File: config.mk
export PLATFORM = sky130hd
export DESIGN_NAME = fxd_decoder
export DESIGN_NICKNAME = d
export VERILOG_FILES = /design/src/logic/fxd_pkg.sv /design/src/logic/fxd_class_table.sv /design/src/logic/fxd_lane_merge.sv /design/src/logic/fxd_decoder.sv
export SDC_FILE = /design/constraint.sdc
export NUM_CORES = 1
export LEC_CHECK = 0
export ABC_CLOCK_PERIOD_IN_PS = 2300
export BUFFER_PORTS_ARGS = -buffer_cell sky130_fd_sc_hd__buf_2
export CAP_MARGIN = 20
export CELL_PAD_IN_SITES_DETAIL_PLACEMENT = 2
export CELL_PAD_IN_SITES_GLOBAL_PLACEMENT = 2
export CORE_UTILIZATION = 28
export CTS_BUF_LIST = sky130_fd_sc_hd__clkbuf_4 sky130_fd_sc_hd__clkbuf_8 sky130_fd_sc_hd__clkbuf_16
export DETAILED_ROUTE_END_ITERATION = 16
export PLACE_DENSITY_LB_ADDON = 0.1
export SLEW_MARGIN = 20
export SYNTH_ARGS = -nofsm -noshare
export SYNTH_HDL_FRONTEND = slang
export SYNTH_SLANG_ARGS = --single-unit
File: constraint.sdc
create_clock -name hclk -period 2.3 [get_ports hclk]
set_clock_uncertainty 0.15 [all_clocks]
set_input_delay 0.23 -clock hclk [delete_from_list [all_inputs] [get_ports hclk]]
set_output_delay 0.23 -clock hclk [all_outputs]
set_load 0.01 [all_outputs]
File: src/logic/fxd_pkg.sv
// Shared types and constants of the floating-point exception class decoder
package fxd_pkg;

	// Register byte offsets
	localparam logic [7:0]  FXD_CTRL_OFS     = 8'h00;
	localparam logic [7:0]  FXD_STATUS_OFS   = 8'h04;
	localparam logic [7:0]  FXD_MASK_OFS     = 8'h08;
	localparam logic [7:0]  FXD_LAST_OFS     = 8'h0C;
	localparam logic [7:0]  FXD_COUNT_OFS    = 8'h10;
	localparam logic [23:0] FXD_UPPER_ZERO   = 24'h000000;

	// Reset values
	localparam logic [31:0] FXD_CTRL_RST     = 32'h00000001;
	localparam logic [5:0]  FXD_STATUS_RST   = 6'h00;
	localparam logic [5:0]  FXD_MASK_RST     = 6'h00;
	localparam logic [15:0] FXD_COUNT_RST    = 16'h0000;

	// Field positions
	localparam int          FXD_CTRL_EN_BIT  = 0;
	localparam int          FXD_LAST_OP_LSB  = 8;
	localparam int          FXD_LAST_FLG_LSB = 16;

	// Bus constants
	localparam int          FXD_LANES        = 4;
	localparam logic        FXD_HRESP_OKAY   = 1'h0;

	// Operation codes from the instruction decoder
	typedef enum logic [4:0] {
		FXD_OP_PACKED_DOUBLE_MULTIPLY       = 5'h00,
		FXD_OP_SCALAR_DOUBLE_MULTIPLY       = 5'h01,
		FXD_OP_PACKED_DOUBLE_SQUARE_ROOT    = 5'h02,
		FXD_OP_SCALAR_DOUBLE_SQUARE_ROOT    = 5'h03,
		FXD_OP_UNORDERED_SCALAR_COMPARE     = 5'h04,
		FXD_OP_MOVE_UPPER_DOUBLE            = 5'h05,
		FXD_OP_MOVE_LOWER_DOUBLE            = 5'h06,
		FXD_OP_MOVE_SCALAR_DOUBLE           = 5'h07,
		FXD_OP_MOVE_UNALIGNED_PACKED_DOUBLE = 5'h08,
		FXD_OP_EXTRACT_SIGN_BITS            = 5'h09,
		FXD_OP_INTERLEAVE_HIGH_HALVES       = 5'h0A,
		FXD_OP_INTERLEAVE_LOW_HALVES        = 5'h0B,
		FXD_OP_BITWISE_OR_PACKED            = 5'h0C,
		FXD_OP_BITWISE_XOR_PACKED           = 5'h0D,
		FXD_OP_SHUFFLE_PACKED_DOUBLE        = 5'h0E,
		FXD_OP_ALTERNATING_ADDSUB_DOUBLE    = 5'h0F,
		FXD_OP_ALTERNATING_ADDSUB_SINGLE    = 5'h10,
		FXD_OP_HORIZONTAL_ADD_DOUBLE        = 5'h11,
		FXD_OP_HORIZONTAL_ADD_SINGLE        = 5'h12,
		FXD_OP_HORIZONTAL_SUB_DOUBLE        = 5'h13,
		FXD_OP_HORIZONTAL_SUB_SINGLE        = 5'h14,
		FXD_OP_UNALIGNED_INTEGER_LOAD       = 5'h15,
		FXD_OP_DUPLICATE_DOUBLE_MOVE        = 5'h16,
		FXD_OP_DUPLICATE_HIGH_SINGLES_MOVE  = 5'h17,
		FXD_OP_DUPLICATE_LOW_SINGLES_MOVE   = 5'h18,
		FXD_OP_ROUND_PACKED_DOUBLE          = 5'h19,
		FXD_OP_ROUND_PACKED_SINGLE          = 5'h1A,
		FXD_OP_ROUND_SCALAR_DOUBLE          = 5'h1B,
		FXD_OP_ROUND_SCALAR_SINGLE          = 5'h1C,
		FXD_OP_INTEGER_GROUP                = 5'h1D
	} fxd_op_t;

	// Exception set, invalid in bit 0
	typedef struct packed {
		logic precision;
		logic underflow;
		logic overflow;
		logic divzero;
		logic denormal;
		logic invalid;
	} fxd_exc_t;

	// Integer status flags written by the unordered compare
	typedef struct packed {
		logic zf;
		logic pf;
		logic cf;
	} fxd_iflags_t;

	// Compare outcome from the datapath
	typedef struct packed {
		logic unordered;
		logic less;
		logic equal;
	} fxd_cmp_t;

	// Request from the instruction decoder
	typedef struct packed {
		logic    valid;
		fxd_op_t op;
		logic    suppress;
	} fxd_req_t;

	// Allowed exception sets
	localparam logic [5:0]  FXD_EXC_NONE     = 6'h00;
	localparam logic [5:0]  FXD_EXC_ARITH    = 6'h3B;
	localparam logic [5:0]  FXD_EXC_SQRT     = 6'h23;
	localparam logic [5:0]  FXD_EXC_CMP      = 6'h03;
	localparam logic [5:0]  FXD_EXC_ROUND    = 6'h21;
	localparam logic [5:0]  FXD_EXC_ROUND_SP = 6'h01;

	// Lane masks
	localparam logic [3:0]  FXD_LANE_NONE    = 4'h0;
	localparam logic [3:0]  FXD_LANE_SCALAR  = 4'h1;
	localparam logic [3:0]  FXD_LANE_DOUBLE  = 4'h3;
	localparam logic [3:0]  FXD_LANE_SINGLE  = 4'hF;

	// Integer flag patterns of the compare
	localparam logic [2:0]  FXD_FLG_UNORD    = 3'h7;
	localparam logic [2:0]  FXD_FLG_LESS     = 3'h1;
	localparam logic [2:0]  FXD_FLG_EQUAL    = 3'h4;
	localparam logic [2:0]  FXD_FLG_GREATER  = 3'h0;

endpackage

File: src/logic/fxd_class_table.sv
// Per-operation table of allowed exceptions and active lanes
`timescale 1ns/1ns
module fxd_class_table (
	// Operation in
	input  wire fxd_pkg::fxd_op_t  op,
	input  wire logic              suppress,
	// Classification out
	output fxd_pkg::fxd_exc_t      allowed,
	output logic [3:0]             lane_en,
	output logic                   is_compare
);
	import fxd_pkg::*;

	// Allowed set, lanes and compare flag in one word
	function automatic logic [10:0] classify(input fxd_op_t o, input logic sup);
		case (o)
			FXD_OP_PACKED_DOUBLE_MULTIPLY:      classify = {1'h0, FXD_LANE_DOUBLE, FXD_EXC_ARITH};
			FXD_OP_SCALAR_DOUBLE_MULTIPLY:      classify = {1'h0, FXD_LANE_SCALAR, FXD_EXC_ARITH};
			FXD_OP_PACKED_DOUBLE_SQUARE_ROOT:   classify = {1'h0, FXD_LANE_DOUBLE, FXD_EXC_SQRT};
			FXD_OP_SCALAR_DOUBLE_SQUARE_ROOT:   classify = {1'h0, FXD_LANE_SCALAR, FXD_EXC_SQRT};
			FXD_OP_UNORDERED_SCALAR_COMPARE:    classify = {1'h1, FXD_LANE_SCALAR, FXD_EXC_CMP};
			FXD_OP_ALTERNATING_ADDSUB_DOUBLE:   classify = {1'h0, FXD_LANE_DOUBLE, FXD_EXC_ARITH};
			FXD_OP_ALTERNATING_ADDSUB_SINGLE:   classify = {1'h0, FXD_LANE_SINGLE, FXD_EXC_ARITH};
			FXD_OP_HORIZONTAL_ADD_DOUBLE:       classify = {1'h0, FXD_LANE_DOUBLE, FXD_EXC_ARITH};
			FXD_OP_HORIZONTAL_SUB_DOUBLE:       classify = {1'h0, FXD_LANE_DOUBLE, FXD_EXC_ARITH};
			FXD_OP_HORIZONTAL_ADD_SINGLE:       classify = {1'h0, FXD_LANE_SINGLE, FXD_EXC_ARITH};
			FXD_OP_HORIZONTAL_SUB_SINGLE:       classify = {1'h0, FXD_LANE_SINGLE, FXD_EXC_ARITH};
			// rounding, precision only when not suppressed
			FXD_OP_ROUND_PACKED_DOUBLE:
				classify = {1'h0, FXD_LANE_DOUBLE, sup ? FXD_EXC_ROUND_SP : FXD_EXC_ROUND};
			FXD_OP_ROUND_PACKED_SINGLE:
				classify = {1'h0, FXD_LANE_SINGLE, sup ? FXD_EXC_ROUND_SP : FXD_EXC_ROUND};
			FXD_OP_ROUND_SCALAR_DOUBLE, FXD_OP_ROUND_SCALAR_SINGLE:
				classify = {1'h0, FXD_LANE_SCALAR, sup ? FXD_EXC_ROUND_SP : FXD_EXC_ROUND};
			// moves, logic and integer ops are quiet
			default:                            classify = {1'h0, FXD_LANE_NONE, FXD_EXC_NONE};
		endcase
	endfunction

	// Unpack the table word
	assign {is_compare, lane_en, allowed} = classify(op, suppress);

endmodule

File: src/logic/fxd_lane_merge.sv
// OR of per-lane detected exceptions over the active lanes
`timescale 1ns/1ns
module fxd_lane_merge #(
	parameter int LANES = fxd_pkg::FXD_LANES
) (
	// Lanes in
	input  wire fxd_pkg::fxd_exc_t [LANES-1:0] lane_exc,
	input  wire logic [LANES-1:0]              lane_en,
	// Merged set out
	output fxd_pkg::fxd_exc_t                  merged
);
	import fxd_pkg::*;

	fxd_exc_t [LANES-1:0] part;

	// chain of ORs over enabled lanes
	assign part[0] = lane_en[0] ? lane_exc[0] : fxd_exc_t'(FXD_EXC_NONE);
	genvar i;
	generate
		for (i = 1; i < LANES; i++) begin : g_lane
			assign part[i] = part[i-1] | (lane_en[i] ? lane_exc[i] : fxd_exc_t'(FXD_EXC_NONE));
		end
	endgenerate

	assign merged = part[LANES-1];

endmodule

File: src/logic/fxd_decoder.sv
// Floating-point exception class decoder with AHB-Lite registers
`timescale 1ns/1ns
module fxd_decoder #(
	parameter int LANES = fxd_pkg::FXD_LANES
) (
	// Clock, reset, enable
	input  wire logic                          hclk,
	input  wire logic                          hresetn,
	input  wire logic                          hce,
	// AHB-Lite slave
	input  wire logic                          hsel,
	input  wire logic [31:0]                   haddr,
	input  wire logic [1:0]                    htrans,
	input  wire logic                          hwrite,
	input  wire logic [2:0]                    hsize,
	input  wire logic [31:0]                   hwdata,
	input  wire logic                          hready,
	output logic                               hreadyout,
	output logic                               hresp,
	output logic [31:0]                        hrdata,
	// Instruction decoder
	input  wire fxd_pkg::fxd_req_t             op_req,
	// Datapath detections
	input  wire fxd_pkg::fxd_exc_t [LANES-1:0] lane_exc,
	input  wire fxd_pkg::fxd_cmp_t             cmp_res,
	// Report to exception and status logic
	output logic                               rpt_valid,
	output fxd_pkg::fxd_exc_t                  rpt_set,
	output logic                               flags_we,
	output fxd_pkg::fxd_iflags_t               flags,
	// Interrupt
	output logic                               irq
);
	import fxd_pkg::*;

	fxd_exc_t    allowed;
	logic [3:0]  lane_en;
	logic        is_compare;
	fxd_exc_t    merged;
	fxd_exc_t    rpt_set_d;
	logic        go;
	logic        acc;
	logic        rd_acc;
	logic        wr_q;
	logic [7:0]  wr_ofs_q;
	logic [31:0] ctrl_q;
	logic [5:0]  status_q;
	logic [5:0]  mask_q;
	logic [31:0] ctrl_fwd;
	logic [5:0]  mask_fwd;
	logic [31:0] rd_word;
	logic [31:0] hrdata_q;
	logic        rpt_valid_q;
	fxd_exc_t    rpt_set_q;
	logic        flags_we_q;
	fxd_iflags_t flags_q;
	fxd_op_t     last_op_q;
	logic [15:0] count_q;
	logic        stat_clr;

	// Operation table
	fxd_class_table u_table (
		.op         (op_req.op),
		.suppress   (op_req.suppress),
		.allowed    (allowed),
		.lane_en    (lane_en),
		.is_compare (is_compare)
	);

	// Lane combiner, only lanes the operation really uses
	fxd_lane_merge #(
		.LANES (LANES)
	) u_merge (
		.lane_exc (lane_exc),
		.lane_en  (lane_en[LANES-1:0]),
		.merged   (merged)
	);

	// Flag pattern of a compare outcome; unordered takes priority
	function automatic fxd_iflags_t cmp_flags(input fxd_cmp_t c);
		if (c.unordered) begin
			cmp_flags = fxd_iflags_t'(FXD_FLG_UNORD);
		end else if (c.equal) begin
			cmp_flags = fxd_iflags_t'(FXD_FLG_EQUAL);
		end else if (c.less) begin
			cmp_flags = fxd_iflags_t'(FXD_FLG_LESS);
		end else begin
			cmp_flags = fxd_iflags_t'(FXD_FLG_GREATER);
		end
	endfunction

	// Reporting is gated by the enable bit; flags follow every compare
	assign go        = hce && op_req.valid && ctrl_q[FXD_CTRL_EN_BIT];
	// mask detections with the allowed set
	assign rpt_set_d = merged & allowed;

	// Report register
	always_ff @(posedge hclk or negedge hresetn) begin
		if (!hresetn) begin
			rpt_valid_q <= 1'h0;
			rpt_set_q   <= fxd_exc_t'(FXD_EXC_NONE);
			last_op_q   <= FXD_OP_INTEGER_GROUP;
		end else if (hce) begin
			rpt_valid_q <= go;
			if (go) begin
				rpt_set_q <= rpt_set_d;
				last_op_q <= op_req.op;
			end
		end
	end

	// integer flags from the compare result
	always_ff @(posedge hclk or negedge hresetn) begin
		if (!hresetn) begin
			flags_we_q <= 1'h0;
			flags_q    <= fxd_iflags_t'(FXD_FLG_GREATER);
		end else if (hce) begin
			flags_we_q <= op_req.valid && is_compare;
			if (op_req.valid && is_compare) begin
				flags_q <= cmp_flags(cmp_res);
			end
		end
	end

	// Count of reported operations, wraps
	always_ff @(posedge hclk or negedge hresetn) begin
		if (!hresetn) begin
			count_q <= FXD_COUNT_RST;
		end else if (go) begin
			count_q <= count_q + 16'h0001;
		end
	end

	// Bus accepts only when enabled, so a frozen block also stalls the bus
	assign hreadyout = hce;
	assign hresp     = FXD_HRESP_OKAY;
	assign acc       = hce && hsel && htrans[1] && hready;
	assign rd_acc    = acc && !hwrite;

	// Write data phase tracking
	always_ff @(posedge hclk or negedge hresetn) begin
		if (!hresetn) begin
			wr_q     <= 1'h0;
			wr_ofs_q <= FXD_CTRL_OFS;
		end else if (hce) begin
			wr_q <= acc && hwrite;
			if (acc) begin
				wr_ofs_q <= haddr[7:0];
			end
		end
	end

	// Control and mask writes land in the write data phase
	always_ff @(posedge hclk or negedge hresetn) begin
		if (!hresetn) begin
			ctrl_q <= FXD_CTRL_RST;
			mask_q <= FXD_MASK_RST;
		end else if (hce && wr_q) begin
			if (wr_ofs_q == FXD_CTRL_OFS) begin
				ctrl_q <= {31'h00000000, hwdata[FXD_CTRL_EN_BIT]};
			end else if (wr_ofs_q == FXD_MASK_OFS) begin
				mask_q <= hwdata[5:0];
			end
		end
	end

	// Read of status clears it; a new event in the same cycle still sets
	assign stat_clr = rd_acc && (haddr[7:0] == FXD_STATUS_OFS) && (haddr[31:8] == FXD_UPPER_ZERO);
	always_ff @(posedge hclk or negedge hresetn) begin
		if (!hresetn) begin
			status_q <= FXD_STATUS_RST;
		end else if (hce) begin
			status_q <= (stat_clr ? FXD_STATUS_RST : status_q) | (go ? 6'(rpt_set_d) : FXD_EXC_NONE);
		end
	end

	// Forward a write still in its data phase so a following read is not stale
	assign ctrl_fwd = (wr_q && wr_ofs_q == FXD_CTRL_OFS) ? {31'h00000000, hwdata[FXD_CTRL_EN_BIT]} : ctrl_q;
	assign mask_fwd = (wr_q && wr_ofs_q == FXD_MASK_OFS) ? hwdata[5:0] : mask_q;

	// Read decode, unmapped reads as zero
	always_comb begin
		rd_word = 32'h00000000;
		if (haddr[31:8] != FXD_UPPER_ZERO) begin
			rd_word = 32'h00000000;
		end else if (haddr[7:0] == FXD_CTRL_OFS) begin
			rd_word = ctrl_fwd;
		end else if (haddr[7:0] == FXD_STATUS_OFS) begin
			rd_word = {26'h0000000, status_q};
		end else if (haddr[7:0] == FXD_MASK_OFS) begin
			rd_word = {26'h0000000, mask_fwd};
		end else if (haddr[7:0] == FXD_LAST_OFS) begin
			rd_word[5:0]                                = rpt_set_q;
			rd_word[FXD_LAST_OP_LSB +: 5]               = last_op_q;
			rd_word[FXD_LAST_FLG_LSB +: 3]              = flags_q;
		end else if (haddr[7:0] == FXD_COUNT_OFS) begin
			rd_word = {16'h0000, count_q};
		end
	end

	// Read data held in a register for the data phase
	always_ff @(posedge hclk or negedge hresetn) begin
		if (!hresetn) begin
			hrdata_q <= 32'h00000000;
		end else if (rd_acc) begin
			hrdata_q <= rd_word;
		end
	end

	// Outputs
	assign hrdata    = hrdata_q;
	assign rpt_valid = rpt_valid_q;
	assign rpt_set   = rpt_set_q;
	assign flags_we  = flags_we_q;
	assign flags     = flags_q;
	assign irq       = |(status_q & mask_q);

	mul_no_zdiv_a : assert property (@(posedge hclk) disable iff (!hresetn)
		(go && op_req.op == FXD_OP_PACKED_DOUBLE_MULTIPLY) |=> (rpt_valid_q && !rpt_set_q.divzero
		&& rpt_set_q.overflow == $past(lane_exc[0].overflow | lane_exc[1].overflow)))
		else $error("packed multiply report wrong");

	// scalar multiply takes lane zero only
	scalar_lane_a : assert property (@(posedge hclk) disable iff (!hresetn)
		(go && op_req.op == FXD_OP_SCALAR_DOUBLE_MULTIPLY) |=>
		(rpt_set_q.invalid == $past(lane_exc[0].invalid) && !rpt_set_q.divzero))
		else $error("scalar multiply report wrong");

	// square roots keep three bits clear
	sqrt_bits_a : assert property (@(posedge hclk) disable iff (!hresetn)
		(go && (op_req.op == FXD_OP_PACKED_DOUBLE_SQUARE_ROOT || op_req.op == FXD_OP_SCALAR_DOUBLE_SQUARE_ROOT))
		|=> (!rpt_set_q.divzero && !rpt_set_q.overflow && !rpt_set_q.underflow))
		else $error("square root raised forbidden bit");

	compare_flags_a : assert property (@(posedge hclk) disable iff (!hresetn)
		(hce && op_req.valid && op_req.op == FXD_OP_UNORDERED_SCALAR_COMPARE && cmp_res.unordered)
		|=> (flags_we_q && flags_q == fxd_iflags_t'(FXD_FLG_UNORD)
		&& (!rpt_valid_q || (rpt_set_q & ~FXD_EXC_CMP) == FXD_EXC_NONE)))
		else $error("compare flags wrong");

	moves_quiet_a : assert property (@(posedge hclk) disable iff (!hresetn)
		(go && (op_req.op == FXD_OP_MOVE_UPPER_DOUBLE || op_req.op == FXD_OP_MOVE_LOWER_DOUBLE
		|| op_req.op == FXD_OP_MOVE_SCALAR_DOUBLE || op_req.op == FXD_OP_MOVE_UNALIGNED_PACKED_DOUBLE))
		|=> (rpt_valid_q && rpt_set_q == FXD_EXC_NONE))
		else $error("move raised exception");

	// logic and shuffle ops are quiet
	logic_quiet_a : assert property (@(posedge hclk) disable iff (!hresetn)
		(go && op_req.op inside {FXD_OP_INTERLEAVE_HIGH_HALVES, FXD_OP_INTERLEAVE_LOW_HALVES,
		FXD_OP_BITWISE_OR_PACKED, FXD_OP_BITWISE_XOR_PACKED, FXD_OP_SHUFFLE_PACKED_DOUBLE,
		FXD_OP_EXTRACT_SIGN_BITS}) |=> (rpt_set_q == FXD_EXC_NONE))
		else $error("logic op raised exception");

	addsub_zdiv_a : assert property (@(posedge hclk) disable iff (!hresetn)
		(go && op_req.op inside {FXD_OP_ALTERNATING_ADDSUB_DOUBLE, FXD_OP_ALTERNATING_ADDSUB_SINGLE,
		FXD_OP_HORIZONTAL_ADD_DOUBLE, FXD_OP_HORIZONTAL_ADD_SINGLE, FXD_OP_HORIZONTAL_SUB_DOUBLE,
		FXD_OP_HORIZONTAL_SUB_SINGLE}) |=> (!rpt_set_q.divzero))
		else $error("add or subtract raised divide-by-zero");

	// duplicates, load and integer group quiet
	dup_int_quiet_a : assert property (@(posedge hclk) disable iff (!hresetn)
		(go && op_req.op inside {FXD_OP_DUPLICATE_DOUBLE_MOVE, FXD_OP_DUPLICATE_HIGH_SINGLES_MOVE,
		FXD_OP_DUPLICATE_LOW_SINGLES_MOVE, FXD_OP_UNALIGNED_INTEGER_LOAD, FXD_OP_INTEGER_GROUP})
		|=> (rpt_set_q == FXD_EXC_NONE))
		else $error("quiet op raised exception");

	round_bits_a : assert property (@(posedge hclk) disable iff (!hresetn)
		(go && op_req.op inside {FXD_OP_ROUND_PACKED_DOUBLE, FXD_OP_ROUND_PACKED_SINGLE,
		FXD_OP_ROUND_SCALAR_DOUBLE, FXD_OP_ROUND_SCALAR_SINGLE}) |=>
		((rpt_set_q & ~FXD_EXC_ROUND) == FXD_EXC_NONE
		&& rpt_set_q.precision == ($past(merged.precision) && !$past(op_req.suppress))))
		else $error("rounding report wrong");

	// the top single lane reaches the packed set
	single_or_a : assert property (@(posedge hclk) disable iff (!hresetn)
		(go && op_req.op == FXD_OP_HORIZONTAL_ADD_SINGLE && lane_exc[LANES-1].invalid)
		|=> rpt_set_q.invalid)
		else $error("lane not merged");

	// Status is sticky until read and drives the interrupt; a landing mask write may change it
	irq_level_a : assert property (@(posedge hclk) disable iff (!hresetn)
		(go && (rpt_set_d & mask_q) != FXD_EXC_NONE && !(wr_q && wr_ofs_q == FXD_MASK_OFS)) |=> irq)
		else $error("interrupt missing");

endmodule

# Word-level counts from Yosys, hierarchy flattened
# Cells that the tools add are included.
# op_classes
reduce_logical,28
eq_ne,19
bitwise,7
muxes,24
addsub,1
# ops
op,n
2-to-1 mux 32 bit,4
case mux 11 bit (9 select lines),1
2-to-1 mux 6 bit,9
"equality test 5 bit, second input constant",9
"equality test 8 x 4 -> 1 bit, second input constant",3
zero test 24 bit,1
bitwise OR 6 bit,4
nonzero test 24 bit,1
"adder 16 x 1 -> 16 bit, second input constant",1
zero test 8 bit,2
2-to-1 mux 16 bit,1
logical AND 1 bit,13
2-to-1 mux 13 bit,1
AND 6 bit,2
2-to-1 mux 3 bit,4
"equality test 5 x 2 -> 1 bit, second input constant",2
"equality test 8 x 3 -> 1 bit, second input constant",1
"equality test 8 x 5 -> 1 bit, second input constant",1
AND reduction 2 bit,4
OR reduction 6 bit,1
"equality test 5 x 1 -> 1 bit, second input constant",1
"equality test 5 x 3 -> 1 bit, second input constant",1
"equality test 5 x 4 -> 1 bit, second input constant",1
zero test 5 bit,1
9 further kinds,10
# word_totals
input_bits,109
reg_bits,86
out_inout_bits,46
elab_cells,98

# Longest topological paths before layout
# Gate-level depths: netlist (run 1).
# logic_depth
depth_word,10
ltp_mapped,7
ltp_nobuf,5

# Cells and area by module
# Synthesis (run 1) repeated with hierarchy kept, for this count alone.
# unflattened
hier_cells,371
hier_area_um2,3816.2
# by_module_without_submodules
module,cells_each,area_each_um2,n_inst
fxd_decoder,313,3434.5,1
fxd_class_table,40,269.0,1
fxd_lane_merge,18,112.6,1

# Worst setup path after synthesis (run 1)
# No wires, ideal clock.
# synth_timing
path_kind,register to register
startpoint,register wr_ofs_q[1]
endpoint,"register hrdata_q[0], in the netlist hrdata[0]"
path_buffers,0
slack_ns,0.265
setup_time_ns,0.126
required_ns,2.024
arrival_ns,1.759
path_stages_with_launch,6
cell_sequence,dfrtp_1 > or4_4 > nor3b_1 > mux2_2 > o31ai_1 > o21ai_1
# synth_via
elab_chain_cells,7
# synth_lines
element,line_no,text
start: declaration,fxd_decoder.sv:45,logic [7:0] wr_ofs_q;
start signal: assignment,fxd_decoder.sv:148,wr_ofs_q <= haddr[7:0];
equality test 8 x 4 -> 1 bit,fxd_decoder.sv:179,assign mask_fwd = (wr_q && wr_ofs_q == FXD_MASK_OFS) ? hwdata[5:0] : mask_q;
logical AND 1 bit,fxd_decoder.sv:179,
2-to-1 mux 6 bit,fxd_decoder.sv:179,
2-to-1 mux 32 bit,fxd_decoder.sv:190,end else if (haddr[7:0] == FXD_MASK_OFS) begin
2-to-1 mux 32 bit,fxd_decoder.sv:188,end else if (haddr[7:0] == FXD_STATUS_OFS) begin
2-to-1 mux 32 bit *,fxd_decoder.sv:186,end else if (haddr[7:0] == FXD_CTRL_OFS) begin
2-to-1 mux 32 bit *,fxd_decoder.sv:184,if (haddr[31:8] != FXD_UPPER_ZERO) begin
end signal: assignment,fxd_decoder.sv:206,hrdata_q <= rd_word;
end: declaration,fxd_decoder.sv:52,logic [31:0] hrdata_q;
# Every way passes the cells marked *; elsewhere a longest branch is shown, timed or not.
# A chain may end at the register's enable or synchronous reset.

# Worst setup path in the final report (run 1)
# layout_timing
startpoint,input haddr[0]
endpoint,"register hrdata_q[0], in the netlist hrdata[0]"
# layout_via
elab_chain_cells,7
# layout_lines
element,line_no,text
start: declaration,fxd_decoder.sv:12,"input wire logic [31:0] haddr,"
equality test 8 x 5 -> 1 bit,fxd_decoder.sv:196,end else if (haddr[7:0] == FXD_COUNT_OFS) begin
2-to-1 mux 16 bit,fxd_decoder.sv:196,
2-to-1 mux 6 bit,fxd_decoder.sv:192,end else if (haddr[7:0] == FXD_LAST_OFS) begin
2-to-1 mux 32 bit,fxd_decoder.sv:190,
2-to-1 mux 32 bit,fxd_decoder.sv:188,
2-to-1 mux 32 bit *,fxd_decoder.sv:186,
2-to-1 mux 32 bit *,fxd_decoder.sv:184,
# Marks and branches as above.

==> flow_summary.json, run 1 <==
{
  "min_path_type": "primary input to flop",
  "core_sq_um": 12720,
  "netlist_instances": 363,
  "synth-compound-area-share_pct": 14.93,
  "synth_edf_count": 0,
  "ant_nets": 0,
  "die_w_microns": 116.9,
  "place_area_sq_um": 4404,
  "drtIter0Drc": 73,
  "postSynthAreaPerCell_sq_um": 10.18,
  "mostFrequentLayoutCells": "buf_2 (105), dfrtp_1 (66), nand2_1 (45)",
  "reg2regPathDepth": 5,
  "rr_startpoint": "wr_ofs_q[1]",
  "yosysWarnings": 0,
  "numCtsBuffers": 9,
  "power_density_nw_per_um2": 776.2,
  "mostFrequentLayoutCell": "buf_2",
  "synth_top_family_by_area": "simple AND/OR/NAND/NOR gates",
  "via_per_inst": 4.927,
  "yosys_register_bits": 71,
  "cp-startpoint": "haddr[0]",
  "drc": 0,
  "synth-main-ff-cell": "dfrtp_1",
  "hold_start": "hwdata[3]",
  "grt_pass1_vias": 3491,
  "cp_max_fo": 6,
  "postCtsSetupBuffers": 0,
  "async_reset_ff_share_pct": 100.0,
  "die_area_sq_um": 13660,
  "place_ws_ps": 42.21,
  "finalMaxSlewViolations": 0,
  "row_count": 41,
  "cts_root_buf": "clkbuf_16",
  "nets": 591,
  "critPathKind": "primary input to flop",
  "firstDrtPassIters": 6,
  "grt_pass1_wl_microns": 18310,
  "synthAdderAreaFrac_pct": 0.3385,
  "drv_cap": 0,
  "antenna_found_initial": 0,
  "vias": 3242,
  "finalCritPeriodShare_pct": 92.99,
  "final-setup-viol-count": 0,
  "final.min_clock_period_ps": 2139,
  "setup_slack_ps": 161.3,
  "crit_path_end_kind": "flop",
  "grt_overflow": 0,
  "fillerInstances": 1421,
  "final_core_util_pct": 38.01,
  "setup-tns-final_ps": 0,
  "syn_area_sq_um": 3696,
  "setup.worst_path.end": "hrdata[0]",
  "leakagePower_nw": 2.383,
  "grt_usage_pct": 17.95,
  "final_layout_size_suffix_gt1_share_pct": 36.01,
  "clk_pin_slew_ps": 50,
  "hold_viol": 0,
  "r2r_slack_ps": 180,
  "start_util_pct": 29.05,
  "finalWeightedCongestion": 0.7860,
  "grt_max_degree": 72,
  "area_growth_pct": 30.84,
  "worstPathArrival_ps": 2200,
  "port_buffers": 105,
  "ir_worst_vdd_v": 0.0003361,
  "status": "complete, no violations",
  "fin_area_sq_um": 4836,
  "yosys.area_share.simple_pct": 19.77,
  "rsz0062_at_grt": "no",
  "yosysSeqAreaShare_pct": 48.24,
  "clock_sinks": 71,
  "pin_count": 155,
  "fmax_ghz": 0.4676,
  "crit_path_start_kind": "primary input",
  "diodes": 0,
  "r2r_end": "hrdata[0]",
  "dpl.hpwl_microns": 8533,
  "synth_mux_area_share_pct": 6.669,
  "power_w": 0.003754,
  "wirelength_microns": 11470,
  "required_ps": 2370,
  "cts-htree-levels": 3,
  "cts_tree": "yes",
  "wire_per_inst_microns": 17.44,
  "yosys.area_share.xor_xnor_pct": 3.555,
  "clockBufferDepth": 2,
  "synth.distinct_cells": 61,
  "chipHeight_microns": 116.9,
  "clkLatencyLatePin_ps": 340
}
-- cell usage after synthesis (all sizes together) (6+ instances only) --
library cell	instances	area share, %
nor4	8	1.4
buf	22	4.1
a22oi	11	2.2
a21oi	11	1.5
clkbuf	9	0.95
dfrtp	66	45
nand3	11	1.6
inv	13	1.3
nand2	45	4.6
nor2	24	2.4
xor2	6	1.4
mux2	21	6.4
o21ai	15	2.0
xnor2	9	2.1
-- cell type report --
cell class                      count  area (sq um)  area share, %
Sequential cell                    71          1783          36.87
Multi-Input combinational cell    262          1734          35.86
Timing Repair Buffer              124         698.2          14.44
Clock buffer                       11         252.7          5.226
Tap cell                          172         215.2          4.450
Clock inverter                      5         103.9          2.147
Inverter                           13         48.80          1.009
-- what timing repair did --
action / in CTS / in global routing
endpoints found under the setup margin: 0 / 1
endpoints found under the hold margin: 72 / 0
resized for setup: 0 / 1
hold buffers: 7 / 0
-- power breakdown --
| group | internal (W) | switching (W) |
|---|---|---|
| Sequential | 0.00144 | 0.000160 |
| Clock | 0.00112 | 0.000542 |
| Combinational | 0.000242 | 0.000253 |
| Total | 0.00280 | 0.000954 |
-- flip-flops by register name, summed over array words and instances, names as in the netlist --
name / cells
hrdata: 19
count_q: 16
wr_ofs_q: 8
mask_q: 6
last_op_q: 5
rpt_set: 5
status_q: 5
flags: 3
ctrl_q: 1
flags_we: 1
rpt_valid: 1
wr_q: 1
-- through the flow --
step / cells / hold WS (ps)
2_1_floorplan: 377 / -215.6
3_3_place_gp: 635 / 141.6
3_5_place_dp: 635 / 148.6
4_1_cts: 658 / 1.060
5_1_grt: 658 / 14.87
6_report: 658 / 6.555
-- worst max-delay path, cell delays in order --
cell           delay (ps)
dlygate4sd3_1         540
buf_2                 130
nor3_2                250
nand2_1               220
or4_1                 550
a31oi_1               210
o21ai_1                80
-- worst min path at each step --
stage,slack (ps),to,depth (start not counted)
final,7,mask_q[3],2
after global routing,10,mask_q[3],2
after CTS,1,wr_ofs_q[1],2
after detailed placement,150,mask_q[3],2
after global placement,140,status_q[3],2
after floorplan,-220,count_q[0],0
-- logic make-up (layout without fill, tap and decap cells) --
kind of cell / Yosys count / after routing
buf+inv: 44 / 153
simple gates: 132 / 132
mux: 22 / 22
compound gates: 77 / 77
xor+xnor: 15 / 15
other cells: 1 / 15
flops: 71 / 71
fa+ha+maj: 1 / 1
-- metal layers --
| layer | vias to the layer above | global-route usage, % | wire [microns] |
|---|---|---|---|
| met5 | - | 0 | 0 |
| met4 | 0 | 8.017 | 229 |
| met3 | 15 | 2.987 | 621 |
| met2 | 103 | 30.77 | 5461 |
| met1 | 1611 | 22.22 | 5161 |
| li1 | 1513 | - | - |
Power figures use the tool's default switching activity.
==> run 2, diff against run 1 <==
--- a/config.mk
+++ b/config.mk
@@ -6,7 +6,7 @@
 export NUM_CORES = 1
 export LEC_CHECK = 0
 export ABC_CLOCK_PERIOD_IN_PS = 2300
-export BUFFER_PORTS_ARGS = -buffer_cell sky130_fd_sc_hd__buf_2
+export BUFFER_PORTS_ARGS = -buffer_cell sky130_fd_sc_hd__buf_4
 export CAP_MARGIN = 20
 export CELL_PAD_IN_SITES_DETAIL_PLACEMENT = 2
 export CELL_PAD_IN_SITES_GLOBAL_PLACEMENT = 2
==> run 2 against run 1 <==
The run now ends with hold timing left. Critical path depth down 2. Combinational power up 13%. Die area unchanged. Maximum frequency down 3.2%. Non-clock buffer count up 6. Critical endpoint unchanged. Largest power group is now sequential cells. Highest routed layer unchanged.
==> flow_summary.json, run 2 (synthesized netlist as in run 1, its figures left out) <==
{
  "finalCritPeriodShare_pct": 96.05,
  "largest_reg_flops": 19,
  "via_per_inst": 4.899,
  "drc": 0,
  "setup-tns-final_ps": 0,
  "ant_nets": 0,
  "area_growth_pct": 38.05,
  "cpLargestDelayFamily": "simple AND/OR/NAND/NOR gates",
  "leakagePower_nw": 2.432,
  "status": "finished with violations",
  "place_ws_ps": 68.44,
  "crit_path_start_kind": "flop",
  "power_switching_share_pct": 27.37,
  "critPathKind": "flop to flop",
  "chipHeight_microns": 116.9,
  "finalWeightedCongestion": 0.7754,
  "crit_path_end_kind": "flop",
  "die_w_microns": 116.9,
  "crit_path_top_delay_cell": "or4_4",
  "crit_chain": "or4_4, nor3b_1, mux2_2, o31ai_1, o21ai_1",
  "die_area_sq_um": 13660,
  "stdcell_count": 664,
  "port_buffers": 105,
  "clkPwrFrac_pct": 39.2,
  "rsz0062_at_grt": "no",
  "pin_count": 155,
  "nets": 597,
  "dpl.hpwl_microns": 8896,
  "dp_cells": 638,
  "wirelength_microns": 11630,
  "max-slew-margin-rel_pct": 60.03,
  "cts_tree": "yes",
  "place_area_sq_um": 4677,
  "mostFrequentLayoutCell": "buf_4",
  "cts_root_buf": "clkbuf_16",
  "numCtsBuffers": 9,
  "firstDrtPassIters": 4,
  "start_util_pct": 29.05,
  "multiInputGateArea_sq_um": 1757,
  "fmax_ghz": 0.4526,
  "drv_cap": 0,
  "clockBufferDepth": 2,
  "combPwrFrac_pct": 15.7,
  "drtIter0Drc": 79,
  "power.internal_w": 0.002580,
  "final_layout_size_suffix_gt1_share_pct": 36.59,
  "clk_pin_slew_ps": 60,
  "final.min_clock_period_ps": 2209,
  "mostFrequentLayoutCells": "buf_4 (120), dfrtp_1 (66), nand2_1 (45)",
  "core_sq_um": 12720,
  "grt_max_degree": 45,
  "grt_pass1_wl_microns": 18220,
  "grt_pass1_vias": 3533,
  "cp_max_fo": 3,
  "tightest_slew_ps": 599.5,
  "row_count": 41,
  "setup_slack_ps": 90.77,
  "clock_sinks": 71,
  "diodes": 0,
  "antenna_found_initial": 0,
  "crit_buf_inv": 0,
  "register_area_sq_um": 1783,
  "hold_slack_ps": -0.8989,
  "p_sw_w": 0.0009721,
  "min_path_type": "primary input to flop",
  "required_ps": 2360,
  "wire_per_inst_microns": 17.52,
  "seqPwrFrac_pct": 45.2,
  "finalMaxSlewViolations": 0,
  "fin_area_sq_um": 5102,
  "worstPathArrival_ps": 2270,
  "hold_viol": 1,
  "final-setup-viol-count": 0,
  "grt_usage_pct": 17.83,
  "fillerInstances": 1422,
  "vias": 3253,
  "grt_overflow": 0,
  "clkLatencyLatePin_ps": 330,
  "ir_worst_vdd_v": 0.0003190,
  "cts-htree-levels": 3,
  "cpPeakStageDelay_ps": 540,
  "power_density_nw_per_um2": 696.2,
  "failed_checks": "hold timing"
}
[run 2: stage by stage]
step / power, W / util [%]
after floorplan: 0.001868 / -
after global placement: 0.002140 / 36.76
after detailed placement: 0.002170 / 36.76
after CTS: 0.003604 / 39.89
after global routing: 0.003732 / 40.11
final: 0.003552 / 40.11
[run 2: layout make-up]
type / instances / share of cell area (%)
well taps: 172 / 4.218
repair buffers: 130 / 19.62
inverters: 13 / 0.9564
multi-input cells: 262 / 34.43
flip-flops and latches: 71 / 34.94
clock inverters: 7 / 1.422
clock buffers: 9 / 4.414
[run 2: routing by layer]
metal,track usage [%],routed length (microns),vias up
met4,7.089,121,0
met2,30.65,5631,107
met1,22.18,5205,1621
met5,0,0,-
met3,3.193,672,8
li1,-,-,1517
[run 2: worst paths after layout]
kind                              start            to  cells past startpoint  slack, ps
setup / recovery            wr_ofs_q[1]     hrdata[0]                      5         90
hold / removal              lane_exc[0]    rpt_set[0]                      3       -0.9
setup reg to reg            wr_ofs_q[1]     hrdata[0]                      5         90
hold reg to reg            last_op_q[2]  last_op_q[2]                      2        320
max in group asynchronous       hresetn  last_op_q[2]                      3       1050
min in group asynchronous       hresetn     mask_q[5]                      2        300
[run 2: worst reg2reg max path, stage by stage, from the launching register on]
cell	delay, ps
dfrtp_1	390
or4_4	540
nor3b_1	340
mux2_2	380
o31ai_1	200
o21ai_1	90
[run 2: power by group through the flow]
stage	Combinational [W]	Sequential, W	Clock [W]
floorplan	0.000288	0.00158	0
global placement	0.000529	0.00161	0
detailed placement	0.000545	0.00162	0
CTS	0.000565	0.00161	0.00143
global route	0.000622	0.00163	0.00148
finish	0.000557	0.00160	0.00139
[run 2: what timing repair did]
| action | 4_1_cts | 5_1_grt |
|---|---|---|
| resized for setup | 0 | 4 |
| hold buffers | 10 | 0 |
| setup buffers | 0 | 0 |
| endpoints found under the setup margin | 0 | 4 |
| endpoints found under the hold margin | 48 | 0 |
==> run 3, diff against run 2 <==
--- a/config.mk
+++ b/config.mk
@@ -10,11 +10,12 @@
 export CAP_MARGIN = 20
 export CELL_PAD_IN_SITES_DETAIL_PLACEMENT = 2
 export CELL_PAD_IN_SITES_GLOBAL_PLACEMENT = 2
-export CORE_UTILIZATION = 28
+export CORE_UTILIZATION = 29
 export CTS_BUF_LIST = sky130_fd_sc_hd__clkbuf_4 sky130_fd_sc_hd__clkbuf_8 sky130_fd_sc_hd__clkbuf_16
 export DETAILED_ROUTE_END_ITERATION = 16
 export PLACE_DENSITY_LB_ADDON = 0.1
 export SLEW_MARGIN = 20
 export SYNTH_ARGS = -nofsm -noshare
 export SYNTH_HDL_FRONTEND = slang
+export SYNTH_HIERARCHICAL = 1
 export SYNTH_SLANG_ARGS = --single-unit
==> run 3 against run 2 <==
The flow now finishes without violations. Critical endpoint is now hrdata[4]. Highest routed layer unchanged. Wire length up 1.9%. Worst setup slack better by 190 ps. Largest power group unchanged. Largest cell class unchanged. Flip-flop and latch count up 2.
==> flow_summary.json, run 3 <==
{
  "dp_cells": 648,
  "wirelength_microns": 11850,
  "core_sq_um": 12720,
  "worstHoldEndpoint": "last_op_q[3]",
  "synth.top_cells.by_count": "dfrtp_1 (68), nand2_1 (65), a22oi_1 (21), buf_4 (20), nand3_1 (17)",
  "final.min_clock_period_ps": 2016,
  "synth-main-ff-cell": "dfrtp_1",
  "critPathKind": "primary input to flop",
  "grt_pass1_vias": 3726,
  "nets": 609,
  "min_path_type": "primary input to flop",
  "min_path_cells": 3,
  "diodes": 0,
  "reg2regPathDepth": 6,
  "start_util_pct": 30.00,
  "rsz0062_at_grt": "no",
  "drv_cap": 0,
  "power_w": 0.003659,
  "status": "complete, no violations",
  "cts_hold_buf": 12,
  "cp-startpoint": "haddr[7]",
  "cp_max_fo": 6,
  "required_ps": 2380,
  "clkPwrFrac_pct": 43.1,
  "tightest_slew_ps": 836.4,
  "fin_area_sq_um": 5269,
  "clk_pin_slew_ps": 60,
  "largest_reg_flops": 19,
  "grt_usage_pct": 18.68,
  "hold_slack_ps": 13.15,
  "synth.area.top_cells": "dfrtp_1 (45%), nand2_1 (6.4%), mux2_2 (4.7%)",
  "postCtsSetupBuffers": 0,
  "chipHeight_microns": 116.7,
  "worstPathArrival_ps": 2090,
  "yosysWarnings": 6,
  "synth_edf_count": 0,
  "ant_nets": 0,
  "cts_tree": "yes",
  "power_density_nw_per_um2": 694.5,
  "r2r_slack_ps": 330,
  "via_per_inst": 5.004,
  "r2r_end": "hrdata[4]",
  "hold_viol": 0,
  "cts-htree-levels": 3,
  "grt_pass1_wl_microns": 19200,
  "clock_sinks": 73,
  "crit_chain": "buf_4, or4_4, or2_0, nor3_1, o21ai_1, o31ai_1",
  "synth.distinct_cells": 59,
  "rr_startpoint": "wr_ofs_q[5]",
  "post_cts_resized": 0,
  "finalMaxSlewViolations": 0,
  "antenna_found_initial": 0,
  "clockBufferDepth": 2,
  "hold_start": "op_req[4]",
  "postSynthAreaPerCell_sq_um": 10.29,
  "power_switching_share_pct": 24.99,
  "cts_root_buf": "clkbuf_16",
  "seqPwrFrac_pct": 43.1,
  "vias": 3383,
  "combPwrFrac_pct": 13.8,
  "max-slew-margin-rel_pct": 43.36,
  "firstDrtPassIters": 4,
  "fmax_ghz": 0.4960,
  "mostFrequentLayoutCell": "buf_4",
  "synth_top_cell_by_area": "dfrtp_1",
  "crit_path_start_kind": "primary input",
  "grt_overflow": 0,
  "pin_count": 155,
  "async_reset_ff_share_pct": 100.0,
  "cpPeakStageDelay_ps": 560,
  "mostFrequentLayoutCells": "buf_4 (120), dfrtp_1 (68), nand2_1 (65)",
  "netlist.area_leader.share_pct": 44.59,
  "finalWeightedCongestion": 0.7394,
  "die_w_microns": 116.7,
  "syn_area_sq_um": 3816,
  "leakagePower_nw": 2.600,
  "dpl.hpwl_microns": 9080,
  "clkLatencyLatePin_ps": 330,
  "grt_max_degree": 46,
  "yosys_register_bits": 73,
  "power.internal_w": 0.002745,
  "yosysSeqAreaShare_pct": 48.03,
  "crit_path_top_delay_cell": "or4_4",
  "final-setup-viol-count": 0,
  "die_area_sq_um": 13620,
  "ir_worst_vdd_v": 0.0003024,
  "area_growth_pct": 38.07,
  "stdcell_count": 676,
  "final_layout_size_suffix_gt1_share_pct": 34.92,
  "row_count": 41,
  "p_sw_w": 0.0009146,
  "wire_per_inst_microns": 17.53,
  "netlist_instances": 371,
  "drc": 0,
  "place_area_sq_um": 4808,
  "yosysMostFrequentCell": "dfrtp_1",
  "drtIter0Drc": 112,
  "numCtsBuffers": 9,
  "crit_path_end_kind": "flop",
  "finalCritPeriodShare_pct": 87.65,
  "port_buffers": 110
}
==> run 3: per-layer routing <==
layer / vias up / global-route usage (%) / part of all wire (%)
li1: 1570 / - / -
met1: 1711 / 22.78 / 42
met2: 92 / 32.86 / 51
met3: 10 / 4.255 / 5.3
met4: 0 / 5.401 / 1.1
met5: - / 0 / 0
==> run 3: worst max-delay path, delay by kind of cell <==
family                 cells  cell delay (ps)
AND/OR/NAND/NOR            3             1220
buffers and inverters      1              110
AO/OA/AOI/OAI              2              520
==> run 3: power groups by stage <==
stage               Sequential [W]  Combinational, W  Clock (W)
finish                     0.00158          0.000507    0.00158
global route               0.00160          0.000575    0.00166
CTS                        0.00158          0.000518    0.00162
detailed placement         0.00160          0.000501          0
global placement           0.00159          0.000474          0
floorplan                  0.00156          0.000254          0
==> run 3: stage by stage <==
stage	TNS, ps	util, %	worst slack [ps]
floorplan	0	-	245.4
global placement	0	37.80	114.4
detailed placement	-43.00	37.80	-43.00
CTS	0	41.41	302.8
global route	0	41.41	120.4
finish	0	41.41	284.0
==> run 3: worst max path at each step <==
stage	to	slack [ps]	cells after the start
after global routing	hrdata[4]	120	6
after CTS	hrdata[4]	300	6
after global placement	hrdata[11]	110	7
after detailed placement	hrdata[4]	-40	6
after floorplan	status_q[3]	250	8
final	hrdata[4]	280	6
==> run 3: kinds of logic (layout without fill, tap and decap cells) <==
| logic type | count (synthesis) | after routing | share of synthesized area [%] |
|---|---|---|---|
| and+or+nand+nor | 140 | 140 | 19.84 |
| DFF | 73 | 73 | 48.03 |
| muxes | 21 | 21 | 6.033 |
| adders and majority gates | 1 | 1 | 0.3278 |
| buffers and inverters | 39 | 159 | 6.458 |
| AOI/OAI and AO/OA | 80 | 80 | 15.67 |
| other | 2 | 15 | 0.1968 |
| xor gates and xnor gates | 15 | 15 | 3.443 |
==> run 3: final cells by class <==
type / instances / area (sq um)
Inverter: 9 / 33.78
Clock buffer: 12 / 266.5
Clock inverter: 4 / 73.82
Tap cell: 172 / 215.2
Fill cell: 1426 / 7453
Timing Repair Buffer: 134 / 1061
Sequential cell: 73 / 1833
Multi-Input combinational cell: 272 / 1785
